[src/hdl/vhb_pkg.sv]
package vhb_pkg;
  // Software register offsets on the plain register port
  localparam logic [7:0] OFF_MEM_SIZE   = 8'h00;
  localparam logic [7:0] OFF_MON_TIMING = 8'h04;
  localparam logic [7:0] OFF_RETRACE    = 8'h08;
  localparam logic [7:0] OFF_PATH       = 8'h0C;
  localparam logic [7:0] OFF_STATUS     = 8'h10;
  // Values after reset
  localparam logic [7:0] MEM_SIZE_RST   = 8'h00;
  localparam logic [7:0] MON_TIMING_RST = 8'h00;
  localparam logic [7:0] RETRACE_RST    = 8'h00;
  localparam logic [7:0] PATH_RST       = 8'h00;
  localparam logic [7:0] MISC_OUT_RST   = 8'h00;
  localparam logic [7:0] SETUP_RST      = 8'h00;
  localparam logic [15:0] STRAP_RST     = 16'h0000;
  // Field positions
  localparam int ROM_EN_BIT   = 0;
  localparam int MON_C_BIT    = 1;
  localparam int IRQ_CLR_BIT  = 4;
  localparam int IRQ_EN_BIT   = 5;
  localparam int PATH_IO16    = 0;
  localparam int PATH_MEM16   = 1;
  localparam int PATH_MCLK    = 2;
  localparam int STRAP_ROMS   = 0;
  localparam int STRAP_MODE   = 2;
  localparam int STRAP_CLKDIR = 3;
  localparam int MISC_CLK_LSB = 2;
  // Host I/O ports decoded inside the block
  localparam logic [15:0] IO_SETUP    = 16'h46E8;
  localparam logic [15:0] IO_ENABLE   = 16'h0102;
  localparam logic [15:0] IO_MISC_OUT = 16'h03C2;
  // Memory windows: video memory by A23..A17, ROM by A23..A15
  localparam logic [6:0] VMEM_HI = 7'h05;
  localparam logic [8:0] ROM_HI  = 9'h018;
  // Pixel clock select codes
  localparam logic [1:0] PIX_A    = 2'h0;
  localparam logic [1:0] PIX_B    = 2'h1;
  localparam logic [1:0] PIX_C    = 2'h2;
  localparam logic [1:0] PIX_MCLK = 2'h3;
  // Write buffer entry layout
  localparam int WB_DATA_LSB = 0;
  localparam int WB_BE_LSB   = 16;
  localparam int WB_ADDR_LSB = 18;
  localparam int WB_ENTRY_W  = 35;

  typedef enum logic [4:0] {
    ST_IDLE    = 5'h01,
    ST_WR_FULL = 5'h02,
    ST_RD_DRN  = 5'h04,
    ST_RD_WAIT = 5'h08,
    ST_HOLD    = 5'h10
  } vhb_state_type;
endpackage

[src/hdl/vhb_host_if.sv]
// Summary of operation
// Strap bit 2 picks bus mode until reset
// Programmable 8/16-bit I/O and memory paths
// Memory writes posted into write buffer
// Wait states only on video memory accesses
// Ready low stretches cycle, high completes
// Setup 46E8H and enable 102H decoded inside
// Straps loaded from memory data pins
// Reset held ten clocks with clocks running
// Misc bits 3:2 zero select clock a
// Clock b direction strapped; pulses on 3C2H
// Clock c follows b; shows timing bit 1
// Upper address ignored for I/O decode
// Frame interrupt enabled, latched, cleared by bits
// Wide select claims 16-bit transfers
// Decode enable pin meaning per mode
// ROM select for C0000H-C7FFFH when enabled
// Write to 46E8H strobes ROM enable
// Two ROMs: byte swap enable on reads
// Memory decode only while enable high
// Memory clock selectable as dot clock
// Buffer direction high during read cycles
// Host uses high byte enable with A0
// Write stalls only when buffer full
`timescale 1ns/10ps
module vhb_host_if #(
  parameter int WB_DEPTH = 4
) (
  input  wire logic        core_clk,
  input  wire logic        rst,
  input  wire logic        ce,
  input  wire logic [15:0] strap_md_in,
  input  wire logic [23:0] host_addr,
  input  wire logic [15:0] host_data_in,
  output logic      [15:0] host_data_out,
  output logic             host_data_oe_n,
  input  wire logic        mem_rd_n,
  input  wire logic        mem_wr_n,
  input  wire logic        io_rd_n,
  input  wire logic        io_wr_n,
  input  wire logic        high_byte_enable_n,
  input  wire logic        io_decode_enable_n,
  input  wire logic        mem_decode_enable,
  output logic             host_wait_ready,
  output logic             mem_wide_select_n,
  output logic             io_wide_select,
  output logic             rom_enable_n,
  output logic             rom_byte_swap_enable_n,
  output logic             buffer_direction,
  output logic             frame_interrupt_n,
  input  wire logic        vde_pulse,
  input  wire logic        video_clock_in_b,
  output logic             video_clock_out_b,
  output logic             video_clock_oe_b_n,
  input  wire logic        video_clock_in_c,
  output logic             video_clock_out_c,
  output logic             video_clock_oe_c_n,
  output logic      [1:0]  pix_clk_sel,
  output logic             dm_wr_valid,
  input  wire logic        dm_wr_ready,
  output logic      [16:0] dm_wr_addr,
  output logic      [15:0] dm_wr_data,
  output logic      [1:0]  dm_wr_be,
  output logic             dm_rd_req,
  output logic      [16:0] dm_rd_addr,
  input  wire logic        dm_rd_ack,
  input  wire logic [15:0] dm_rd_data,
  input  wire logic [7:0]  reg_addr,
  input  wire logic [7:0]  reg_wdata,
  input  wire logic        reg_wr,
  input  wire logic        reg_rd,
  output logic      [7:0]  reg_rdata
);
  localparam int CW = $clog2(WB_DEPTH + 1);
  localparam int EW = vhb_pkg::WB_ENTRY_W;

  vhb_pkg::vhb_state_type state;
  vhb_pkg::vhb_state_type next_state;
  logic [15:0]   straps;
  logic          strap_taken;
  logic [7:0]    mem_size_reg;
  logic [7:0]    monitor_timing_reg;
  logic [7:0]    retrace_end_reg;
  logic [7:0]    path_reg;
  logic [7:0]    misc_out;
  logic [7:0]    setup_val;
  logic          vid_enable;
  logic          irq_pend;
  logic          mem_q;
  logic [CW-1:0] wb_count;
  logic [EW-1:0] wb_slot [WB_DEPTH];

  // Strapped configuration, fixed until the next reset; path bits come from the software path register
  wire mode_isa  = straps[vhb_pkg::STRAP_MODE];
  wire clk_out   = straps[vhb_pkg::STRAP_CLKDIR];
  wire two_roms  = straps[vhb_pkg::STRAP_ROMS];
  wire io16_en   = path_reg[vhb_pkg::PATH_IO16];
  wire mem16_en  = path_reg[vhb_pkg::PATH_MEM16];
  wire mclk_sel  = path_reg[vhb_pkg::PATH_MCLK];

  // Bus strobes: the channel reuses the pins as M/IO, S0, S1 and command
  wire ch_cmd    = ~io_wr_n;
  wire ch_wr     = ~mem_wr_n & io_rd_n;
  wire ch_rd     = mem_wr_n & ~io_rd_n;
  wire cyc_mem_rd = mode_isa ? ~mem_rd_n : (ch_cmd & mem_rd_n & ch_rd);
  wire cyc_mem_wr = mode_isa ? ~mem_wr_n : (ch_cmd & mem_rd_n & ch_wr);
  wire cyc_io_rd  = mode_isa ? ~io_rd_n : (ch_cmd & ~mem_rd_n & ch_rd);
  wire cyc_io_wr  = mode_isa ? ~io_wr_n : (ch_cmd & ~mem_rd_n & ch_wr);

  // Address decode; I/O looks at A15..A0 only
  wire        io_dec_ok  = strap_taken & (mode_isa ? ~io_decode_enable_n : io_decode_enable_n);
  wire        mem_dec_ok = strap_taken & mem_decode_enable & (mode_isa | io_decode_enable_n);
  wire [15:0] io_addr    = host_addr[15:0];
  wire hit_setup = io_dec_ok & mode_isa & (io_addr == vhb_pkg::IO_SETUP);
  wire hit_en    = io_dec_ok & (io_addr == vhb_pkg::IO_ENABLE);
  wire hit_misc  = io_dec_ok & vid_enable & (io_addr == vhb_pkg::IO_MISC_OUT);
  wire hit_io    = hit_setup | hit_en | hit_misc;
  wire hit_vmem  = mem_dec_ok & vid_enable & (host_addr[23:17] == vhb_pkg::VMEM_HI);
  wire hit_rom   = mem_dec_ok & mode_isa & (host_addr[23:15] == vhb_pkg::ROM_HI)
                   & mem_size_reg[vhb_pkg::ROM_EN_BIT];

  // Cycle starts and buffer bookkeeping
  wire cyc_mem      = cyc_mem_rd | cyc_mem_wr;
  wire mem_wr_start = cyc_mem_wr & hit_vmem & ~mem_q;
  wire mem_rd_start = cyc_mem_rd & hit_vmem & ~mem_q;
  wire wb_full      = wb_count == CW'(WB_DEPTH);
  wire pop          = dm_wr_valid & dm_wr_ready;
  wire push         = ((state == vhb_pkg::ST_IDLE) & mem_wr_start & ~wb_full)
                    | ((state == vhb_pkg::ST_WR_FULL) & ~wb_full);
  wire [CW-1:0] wr_idx     = CW'(wb_count - CW'(pop));
  wire [CW-1:0] next_count = CW'(wb_count + CW'(push) - CW'(pop));

  // Byte lanes: an 8-bit path carries the odd byte on the low lane
  wire [1:0]  in_be   = mem16_en ? {~high_byte_enable_n, ~host_addr[0]}
                                 : (host_addr[0] ? 2'h2 : 2'h1); // see
  wire [15:0] in_data = mem16_en ? host_data_in : {host_data_in[7:0], host_data_in[7:0]};
  wire [EW-1:0] entry = {host_addr[16:0], in_be, in_data};
  wire [15:0] rd_fmt  = (~mem16_en & dm_rd_addr[0]) ? {8'h00, dm_rd_data[15:8]} : dm_rd_data;
  wire [15:0] io_rdata = hit_setup ? {8'h00, setup_val}
                       : hit_en ? {15'h0000, vid_enable}
                       : {8'h00, misc_out};
  wire [15:0] io_rfmt  = (~io16_en & io_addr[0]) ? {8'h00, io_rdata[15:8]} : io_rdata;

  // Head of the buffer feeds display memory directly
  assign dm_wr_addr = wb_slot[0][vhb_pkg::WB_ADDR_LSB +: 17];
  assign dm_wr_be   = wb_slot[0][vhb_pkg::WB_BE_LSB +: 2];
  assign dm_wr_data = wb_slot[0][vhb_pkg::WB_DATA_LSB +: 16];

  // Host cycle sequencer; reads wait for the buffer to drain to keep order
  always_comb begin
    next_state = state;
    unique case (state)
      vhb_pkg::ST_IDLE: begin
        if (mem_wr_start) begin
          next_state = wb_full ? vhb_pkg::ST_WR_FULL : vhb_pkg::ST_HOLD;
        end else if (mem_rd_start) begin
          next_state = vhb_pkg::ST_RD_DRN;
        end
      end
      vhb_pkg::ST_WR_FULL: begin
        if (!wb_full) begin
          next_state = vhb_pkg::ST_HOLD;
        end
      end
      vhb_pkg::ST_RD_DRN: begin
        if (wb_count == '0) begin
          next_state = vhb_pkg::ST_RD_WAIT;
        end
      end
      vhb_pkg::ST_RD_WAIT: begin
        if (dm_rd_ack) begin
          next_state = vhb_pkg::ST_HOLD;
        end
      end
      vhb_pkg::ST_HOLD: begin
        if (!cyc_mem) begin
          next_state = vhb_pkg::ST_IDLE;
        end
      end
    endcase
  end

  // Ready drops only in the stall states, so I/O and ROM are never stretched
  wire next_ready = (next_state == vhb_pkg::ST_IDLE) | (next_state == vhb_pkg::ST_HOLD); // see
  wire rd_claim   = (cyc_io_rd & hit_io) | (cyc_mem_rd & hit_vmem);
  wire next_dir   = rd_claim | (cyc_mem_rd & hit_rom);
  wire next_rom_n = ~(hit_rom | (cyc_io_wr & hit_setup)); // see
  wire next_swap_n = ~(two_roms & hit_rom & cyc_mem_rd & high_byte_enable_n & host_addr[0]);
  wire next_wide_n = mode_isa ? ~(mem16_en & hit_vmem)
                              : ~((mem16_en & hit_vmem) | (io16_en & hit_io));
  wire next_iowide = mode_isa & io16_en & hit_io;
  wire next_irq    = (vde_pulse & retrace_end_reg[vhb_pkg::IRQ_EN_BIT])
                   | (irq_pend & retrace_end_reg[vhb_pkg::IRQ_CLR_BIT]);
  wire [1:0] misc_clk = misc_out[vhb_pkg::MISC_CLK_LSB +: 2];
  wire [1:0] next_pix = mclk_sel ? vhb_pkg::PIX_MCLK
                      : (clk_out | misc_clk == 2'h0 | misc_clk == 2'h3) ? vhb_pkg::PIX_A
                      : (misc_clk == 2'h1) ? vhb_pkg::PIX_B : vhb_pkg::PIX_C;
  wire reg_hit_status = reg_addr == vhb_pkg::OFF_STATUS;
  wire [7:0] status   = {irq_pend, mode_isa, clk_out, two_roms, vid_enable, 3'(wb_count)};
  wire [7:0] next_rdata = !reg_rd ? 8'h00
                        : (reg_addr == vhb_pkg::OFF_MEM_SIZE)   ? mem_size_reg
                        : (reg_addr == vhb_pkg::OFF_MON_TIMING) ? monitor_timing_reg
                        : (reg_addr == vhb_pkg::OFF_RETRACE)    ? retrace_end_reg
                        : (reg_addr == vhb_pkg::OFF_PATH)       ? path_reg
                        : reg_hit_status ? status : 8'h00;

  // Strap capture one clock after reset release, never under the reset itself
  always_ff @(posedge core_clk or posedge rst) begin
    if (rst) begin
      straps      <= vhb_pkg::STRAP_RST;
      strap_taken <= 1'b0;
    end else if (ce && !strap_taken) begin
      straps      <= strap_md_in; // see
      strap_taken <= 1'b1;
    end
  end

  // Software registers
  always_ff @(posedge core_clk or posedge rst) begin
    if (rst) begin
      mem_size_reg       <= vhb_pkg::MEM_SIZE_RST;
      monitor_timing_reg <= vhb_pkg::MON_TIMING_RST;
      retrace_end_reg    <= vhb_pkg::RETRACE_RST;
      path_reg           <= vhb_pkg::PATH_RST;
      reg_rdata          <= 8'h00;
    end else if (ce) begin
      reg_rdata <= next_rdata;
      if (reg_wr && reg_addr == vhb_pkg::OFF_MEM_SIZE) mem_size_reg <= reg_wdata;
      if (reg_wr && reg_addr == vhb_pkg::OFF_MON_TIMING) monitor_timing_reg <= reg_wdata;
      if (reg_wr && reg_addr == vhb_pkg::OFF_RETRACE) retrace_end_reg <= reg_wdata;
      if (reg_wr && reg_addr == vhb_pkg::OFF_PATH) path_reg <= reg_wdata;
    end
  end

  // Host I/O port writes
  always_ff @(posedge core_clk or posedge rst) begin
    if (rst) begin
      misc_out   <= vhb_pkg::MISC_OUT_RST;
      setup_val  <= vhb_pkg::SETUP_RST;
      vid_enable <= 1'b1;
    end else if (ce && cyc_io_wr) begin
      if (hit_misc) misc_out <= host_data_in[7:0];
      if (hit_setup) setup_val <= host_data_in[7:0];
      if (hit_en) vid_enable <= host_data_in[0];
    end
  end

  // Sequencer state, display memory read request
  always_ff @(posedge core_clk or posedge rst) begin
    if (rst) begin
      state      <= vhb_pkg::ST_IDLE;
      mem_q      <= 1'b0;
      dm_rd_req  <= 1'b0;
      dm_rd_addr <= 17'h00000;
    end else if (ce) begin
      state     <= next_state;
      mem_q     <= cyc_mem;
      dm_rd_req <= next_state == vhb_pkg::ST_RD_WAIT;
      if (mem_rd_start && state == vhb_pkg::ST_IDLE) dm_rd_addr <= host_addr[16:0];
    end
  end

  // Write buffer as a shift queue: the head always sits in slot 0
  always_ff @(posedge core_clk or posedge rst) begin
    if (rst) begin
      wb_count    <= '0;
      dm_wr_valid <= 1'b0;
      for (int i = 0; i < WB_DEPTH; i++) wb_slot[i] <= '0;
    end else if (ce) begin
      wb_count    <= next_count;
      dm_wr_valid <= next_count != '0;
      for (int i = 0; i < WB_DEPTH; i++) begin
        if (pop && i < WB_DEPTH - 1) wb_slot[i] <= wb_slot[i + 1];
        if (push && wr_idx == CW'(i)) wb_slot[i] <= entry;
      end
    end
  end

  // Registered pin outputs
  always_ff @(posedge core_clk or posedge rst) begin
    if (rst) begin
      host_wait_ready        <= 1'b1;
      host_data_out          <= 16'h0000;
      host_data_oe_n         <= 1'b1;
      buffer_direction       <= 1'b0;
      rom_enable_n           <= 1'b1;
      rom_byte_swap_enable_n <= 1'b1;
      mem_wide_select_n      <= 1'b1;
      io_wide_select         <= 1'b0;
      irq_pend               <= 1'b0;
      frame_interrupt_n      <= 1'b1;
      pix_clk_sel            <= vhb_pkg::PIX_A;
    end else if (ce) begin
      host_wait_ready        <= next_ready;
      host_data_oe_n         <= ~rd_claim;
      buffer_direction       <= next_dir;
      rom_enable_n           <= next_rom_n;
      rom_byte_swap_enable_n <= next_swap_n;
      mem_wide_select_n      <= next_wide_n;
      io_wide_select         <= next_iowide;
      irq_pend               <= next_irq;
      frame_interrupt_n      <= mode_isa ? next_irq : ~next_irq;
      pix_clk_sel            <= next_pix;
      if (state == vhb_pkg::ST_RD_WAIT && dm_rd_ack) host_data_out <= rd_fmt;
      else if (cyc_io_rd && hit_io) host_data_out <= io_rfmt;
    end
  end

  // Clock pins b and c share the strapped direction
  always_ff @(posedge core_clk or posedge rst) begin
    if (rst) begin
      video_clock_out_b  <= 1'b1;
      video_clock_oe_b_n <= 1'b1;
      video_clock_out_c  <= 1'b0;
      video_clock_oe_c_n <= 1'b1;
    end else if (ce) begin
      video_clock_oe_b_n <= ~clk_out;
      video_clock_oe_c_n <= ~clk_out;
      video_clock_out_b  <= ~(cyc_io_wr & hit_misc);
      video_clock_out_c  <= monitor_timing_reg[vhb_pkg::MON_C_BIT];
    end
  end
endmodule

[config.mk]
export PLATFORM = sky130hd
export DESIGN_NAME = vhb_host_if
export DESIGN_NICKNAME = d
export VERILOG_FILES = /design/src/hdl/vhb_pkg.sv /design/src/hdl/vhb_host_if.sv
export SDC_FILE = /design/constraint.sdc
export NUM_CORES = 1
export LEC_CHECK = 0
export BUFFER_PORTS_ARGS = -buffer_cell sky130_fd_sc_hd__buf_4
export CORE_MARGIN = 5
export CORE_UTILIZATION = 23
export CTS_CLUSTER_SIZE = 10
export DETAILED_ROUTE_END_ITERATION = 8
export SYNTH_ARGS = -nofsm -noshare
export SYNTH_HDL_FRONTEND = slang
export SYNTH_SLANG_ARGS = --single-unit
[constraint.sdc]
create_clock -name core_clk -period 14.25 [get_ports core_clk]
set_clock_uncertainty 0.1 [all_clocks]
set_input_delay 0.7125 -clock core_clk [delete_from_list [all_inputs] [get_ports core_clk]]
set_output_delay 0.7125 -clock core_clk [all_outputs]
set_load 0.02 [all_outputs]
======== Word level (Yosys, flattened, before mapping) ========
Index checks and enable logic that the tools add are counted.
word-level totals
  output and inout bits ................... 92
  bits in latches ......................... 0
  bits of input ports ..................... 105
  bits in writable memories ............... 0
  flip-flop bits (word level) ............. 260
  memories kept ........................... 0
  bits in read-only memories .............. 0
operators by class
  muxes and demuxes ....................... 39
  bitwise gates (word level) .............. 77
  shift-type cells ........................ 0
  add/subtract/negate cells ............... 3
  reductions and logical operators ........ 36
  order comparisons ....................... 0
  multiply operators ...................... 0
  div/mod/pow operators ................... 0
  equal/unequal tests ..................... 23
operators with widths
  cell                                                    count
  2-to-1 mux 35 bit                                       6
  2-to-1 mux 8 bit                                        9
  2-to-1 mux 16 bit                                       4
  AND 1 bit                                               45
  2-to-1 mux 5 bit                                        7
  AND reduction 2 bit                                     13
  case mux 5 bit (5 select lines)                         1
  NOT 1 bit                                               19
  equality test 16 x 10 -> 1 bit (second input constant)  1
  equality test 16 x 15 -> 1 bit (second input constant)  1
  equality test 16 x 9 -> 1 bit (second input constant)   1
  equality test 8 x 4 -> 1 bit (second input constant)    2
  logical AND 1 bit                                       13
  bitwise OR 1 bit                                        13
  equality test 5 x 1 -> 1 bit (second input constant)    2
  equality test 5 x 4 -> 1 bit (second input constant)    2
  equality test 5 bit (second input constant)             2
  2-to-1 mux 2 bit                                        5
  equality test 9 x 5 -> 1 bit (second input constant)    1
  equality test 8 x 3 -> 1 bit (second input constant)    1
  equality test 8 x 5 -> 1 bit (second input constant)    1
  zero test 8 bit                                         1
  nonzero test 2 bit                                      4
  equality test 7 x 3 -> 1 bit (second input constant)    1
  other kinds (14)                                        23

======== Depth between registers and ports, before layout ========
  word-level depth ........................ 12
  depth in mapped cells ................... 17

======== Least setup slack after synthesis ========
OpenSTA, ideal clock, no wires.
  kind .................................... flip-flop to flip-flop
  start point ............................. register straps[2]
  end point ............................... register dm_wr_valid
  slack ................................... 10.346 ns
  library setup time ...................... 0.137 ns
  stages on the path, launching flop included .. 18
  data arrival time ....................... 3.666 ns
  cells stage by stage .................... dfrtp_1 clkbuf_1 inv_1 ha_1 or4bb_1 nor4b_4 a31o_2 buf_4 nand2_1 ha_1 inv_1 ha_1 inv_1 fa_1 xnor2_1 xnor2_1 nor3b_1 a21oi_1
on the way
  cells in the longest elaborated chain, start to end .. 12
RTL lines
  what                         line                text
  start, declared              vhb_host_if.sv:79   logic [15:0] straps;
  start signal, assigned       vhb_host_if.sv:210  straps <= vhb_pkg::STRAP_RST;
  start signal, assigned       vhb_host_if.sv:213  straps <= strap_md_in;
  bitwise OR 1 bit             vhb_host_if.sv:112  wire mem_dec_ok = strap_taken & mem_decode_enable & (mode_isa | io_decode_enable_n);
  AND 1 bit                    vhb_host_if.sv:112
  AND 1 bit (2 in a row)       vhb_host_if.sv:118  wire hit_vmem = mem_dec_ok & vid_enable & (host_addr[23:17] == vhb_pkg::VMEM_HI);
  AND 1 bit * (2 in a row)     vhb_host_if.sv:124  wire mem_wr_start = cyc_mem_wr & hit_vmem & ~mem_q;
  AND 1 bit * (2 in a row)     vhb_host_if.sv:128  wire push = ((state == vhb_pkg::ST_IDLE) & mem_wr_start & ~wb_full)
  bitwise OR 1 bit *           vhb_host_if.sv:129  | ((state == vhb_pkg::ST_WR_FULL) & ~wb_full);
  adder 3 x 1 -> 3 bit *       vhb_host_if.sv:131  wire [CW-1:0] next_count = CW'(wb_count + CW'(push) - CW'(pop));
  subtractor 3 x 1 -> 3 bit *  vhb_host_if.sv:131
  nonzero test 3 bit *         vhb_host_if.sv:271  dm_wr_valid <= next_count != '0;
  end signal, assigned         vhb_host_if.sv:267  dm_wr_valid <= 1'b0;
  end signal, assigned         vhb_host_if.sv:271
  end, declared                vhb_host_if.sv:59   output logic dm_wr_valid,
Mark *: on every way between the ends. The rest lies on a longest branch, timed or not.
A chain may end at the register's enable or synchronous reset.

======== Final worst setup path ========
  start point ............................. register straps[2]
  end point ............................... register wb_slot, in the netlist dm_wr_data[10]
on the way
  cells in the longest elaborated chain, start to end .. 12
RTL lines
  what                                  line                text
  bitwise OR 1 bit                      vhb_host_if.sv:112
  AND 1 bit                             vhb_host_if.sv:112
  AND 1 bit (2 in a row)                vhb_host_if.sv:118
  AND 1 bit * (2 in a row)              vhb_host_if.sv:124
  AND 1 bit * (2 in a row)              vhb_host_if.sv:128
  bitwise OR 1 bit *                    vhb_host_if.sv:129
  logical AND 1 bit *                   vhb_host_if.sv:274  if (push && wr_idx == CW'(i)) wb_slot[i] <= entry;
  nonzero test 2 bit (no source line)   -
  AND reduction 2 bit (no source line)  -
  end signal, assigned by index         vhb_host_if.sv:273  if (pop && i < WB_DEPTH - 1) wb_slot[i] <= wb_slot[i + 1];
  end signal, assigned by index         vhb_host_if.sv:274
  end, declared                         vhb_host_if.sv:91   logic [EW-1:0] wb_slot [WB_DEPTH];
Marked as above.

==> impl_metrics.csv <==
group,metric,value,unit
outcome,status,"completed",
floorplanning,start_util,23.1,%
floorplanning,rows,85,
place,globalplace.congestion,0.786,
critical_path,path_class,"reg2reg",
global_route,grt_first_pass_wirelength,60.1,mm
critical_path,arrival,4.91,ns
cells_and_area,final.fill_count,5578,
synth,yosys_register_bits,259,
clock_network,cts_resized,0,
synth,synth.most_common_cell,"dfrtp_1",
synth,synth-main-ff-cell,"dfrtp_1",
global_route,grt_usage,12.9,%
worst_hold_path,hp-class,"in2async",
synth,synth_nets,1165,
timing,slew_violations,0,
flow_run,maxCapViolCount,0,
timing,tightest_slew,1.25,ns
global_route,grt_pass1_vias,9620,
place,io_buffers,181,
global_route,grt_max_degree,126,
clock_network,ctsHtreeMaxLevel,2,
synth,synth.area.top_cells,"dfrtp_1 (50%), mux2_2 (9.7%), a2bb2oi_1 (5.5%)",
synth,synth-seq-area-share,52.4,%
power,vdd_ir_drop_max,61.7,µV
cells_and_area,nets,1284,
routing,first_iter_violations,746,
synth,synthCells,1054,
clock_network,cts_setup_buffers,0,
cells_and_area,final_layout_size_suffix_gt1_share,31.7,%
critical_path,worst_setup_path_start_kind,"flop",
floorplanning,dieArea,58600,µm²
timing,holdWs,0.220,ns
synth,ys_async_sr_fraction,100,%
routing,ant_nets,0,
synth,synth-edff-count,0,
routing,dr.pass1.iters,5,
timing,period_needed,4.67,ns
synth,synth_cell_types,71,
timing,hold_viol,0,
routing,via_count,9262,
routing,remaining_drc_errors,0,
synth,synth_top_cells_by_count,"dfrtp_1 (249), mux2_2 (107), o22ai_1 (85)",
routing,drt-total-wl,39.0,mm
floorplanning,coreArea,53600,µm²
synth,synth_area,12400,µm²
clock_network,cts_hold_buf,0,
timing,rsz0062_at_grt,"false",
cells_and_area,insertedDiodeCount,0,
routing,detail_route.wl_per_cell,20.7,µm
clock_network,clock_path_buffers,3,
synth,synth.top_cell.area_share,50.3,%
floorplanning,io_pins,197,
routing,vias_per_cell,4.91,
timing,fin_setup_tns,0,ns
clock_network,cts_tree,"built",
critical_path,cp_max_fo,36,
clock_network,clock-root-buffer,"clkbuf_16",
synth,yosys_warnings,0,
synth,synth.largest_area_cell,"dfrtp_1",
critical_path,path_cells,"inv_1 -> ha_1 -> or4bb_1 -> nor4b_4 -> a31o_2 -> nand3_4 -> a21boi_4 -> o221ai_1",
critical_path,cpPeakStageDelay,1.12,ns
timing,relSlewSlack,16.0,%
timing,min_period_over_period,32.8,%
floorplanning,die_y,242,µm
cells_and_area,utilization,28.3,%
timing,setup_viol,0,
timing,max_freq,0.214,GHz
power,power-per-cell-area,153,nW/µm²
global_route,grt-ovfl-total,0,
place,dp_hpwl,26.1,mm
clock_network,clkTransAtPathRegs,0.06,ns
global_route,antenna_found_initial,3,
critical_path,cpMaxStageDelayCell,"a21boi_4",
floorplanning,die_w,242,µm
critical_path,critPathCaptureType,"flop",
synth,avgSynthCellArea,11.7,µm²
clock_network,clock-sinks,259,
power,leakagePower,6.83,nW
clock_network,clock_latency,0.52,ns
critical_path,required,14.49,ns
cells_and_area,largest_register_ffs,105,
clock_network,numCtsBuffers,34,
cells_and_area,top_register,"wb_slot",
cells_and_area,area_growth,22.4,%
==> kinds of logic (layout without fill, tap and decap cells) <==
family | Yosys count | after routing | share of synthesized area [%]
flip-flops | 259 | 259 | 52.4
XOR/XNOR | 6 | 6 | 0.424
AO/OA/AOI/OAI | 285 | 285 | 17.2
multiplexers | 159 | 159 | 14.2
adder cells (fa/ha/maj) | 6 | 6 | 0.667
AND/OR/NAND/NOR | 184 | 184 | 8.77
buffers and inverters | 155 | 290 | 6.23
==> cell type report <==
class	instances	area, µm²	area share, %
multi-input cells	640	5120	33.8
inverters	48	188	1.24
clock buffers	48	995	6.56
well taps	696	871	5.75
flip-flops and latches	259	6490	42.9
repair buffers	190	1430	9.44
clock inverters	4	53.8	0.355
==> critical path, delay by kind of cell (launching register included) <==
family / cells / cell delay, ns
and+or+nand+nor: 3 / 1.44
DFF: 1 / 0.65
adders and majority gates: 1 / 0.24
buffers and inverters: 1 / 0.27
AOI/OAI and AO/OA: 3 / 1.77
==> power breakdown <==
part / leakage, nW / switching (mW) / internal [mW] / total, mW
Sequential: 3.31 / 0.0891 / 0.857 / 0.946
Clock: 0.508 / 0.322 / 0.499 / 0.821
Combinational: 3.01 / 0.303 / 0.252 / 0.555
==> layout by cell type (no fill, tap or decap), types with 31 or more instances in the layout <==
master	count
a2bb2oi_1	78
buf_4	189
clkbuf_16	35
dfrtp_1	249
inv_1	47
mux2_1	31
mux2_2	107
nand2_1	48
nand3_1	35
o22ai_1	85
==> metal layers <==
metal | vias to the layer above | wire length (µm) | global-route usage (%)
met2 | 297 | 17800 | 20.3
met5 | - | 28 | 0
met1 | 4733 | 17700 | 17.6
met4 | 4 | 779 | 3.07
li1 | 4179 | - | -
met3 | 49 | 2690 | 3.83
==> stage by stage <==
stage	area (µm²)	setup WS (ns)	cells	total power [mW]
after floorplan	12400	6.33	1054	1.35
after global placement	14100	9.71	1833	1.50
after detailed placement	14100	9.59	1833	1.52
after CTS	15200	9.57	1885	2.36
after global routing	15200	9.27	1885	2.44
final	15200	9.58	1885	2.32
==> worst paths after layout <==
check,start,slack (ns),endpoint,depth (start not counted)
worst max register to register,straps[2],9.58,dm_wr_data[10],8
worst min register to register,wb_slot[10],0.38,wb_slot[10],1
min in group core_clk,strap_md_in[2],0.32,straps[2],3
max in group asynchronous,rst,12.20,dm_rd_addr[7],3
worst min-delay path,rst,0.22,host_data_out[11],2
worst max-delay path,straps[2],9.58,dm_wr_data[10],8
No activity file was read; power rests on OpenSTA's default activity.
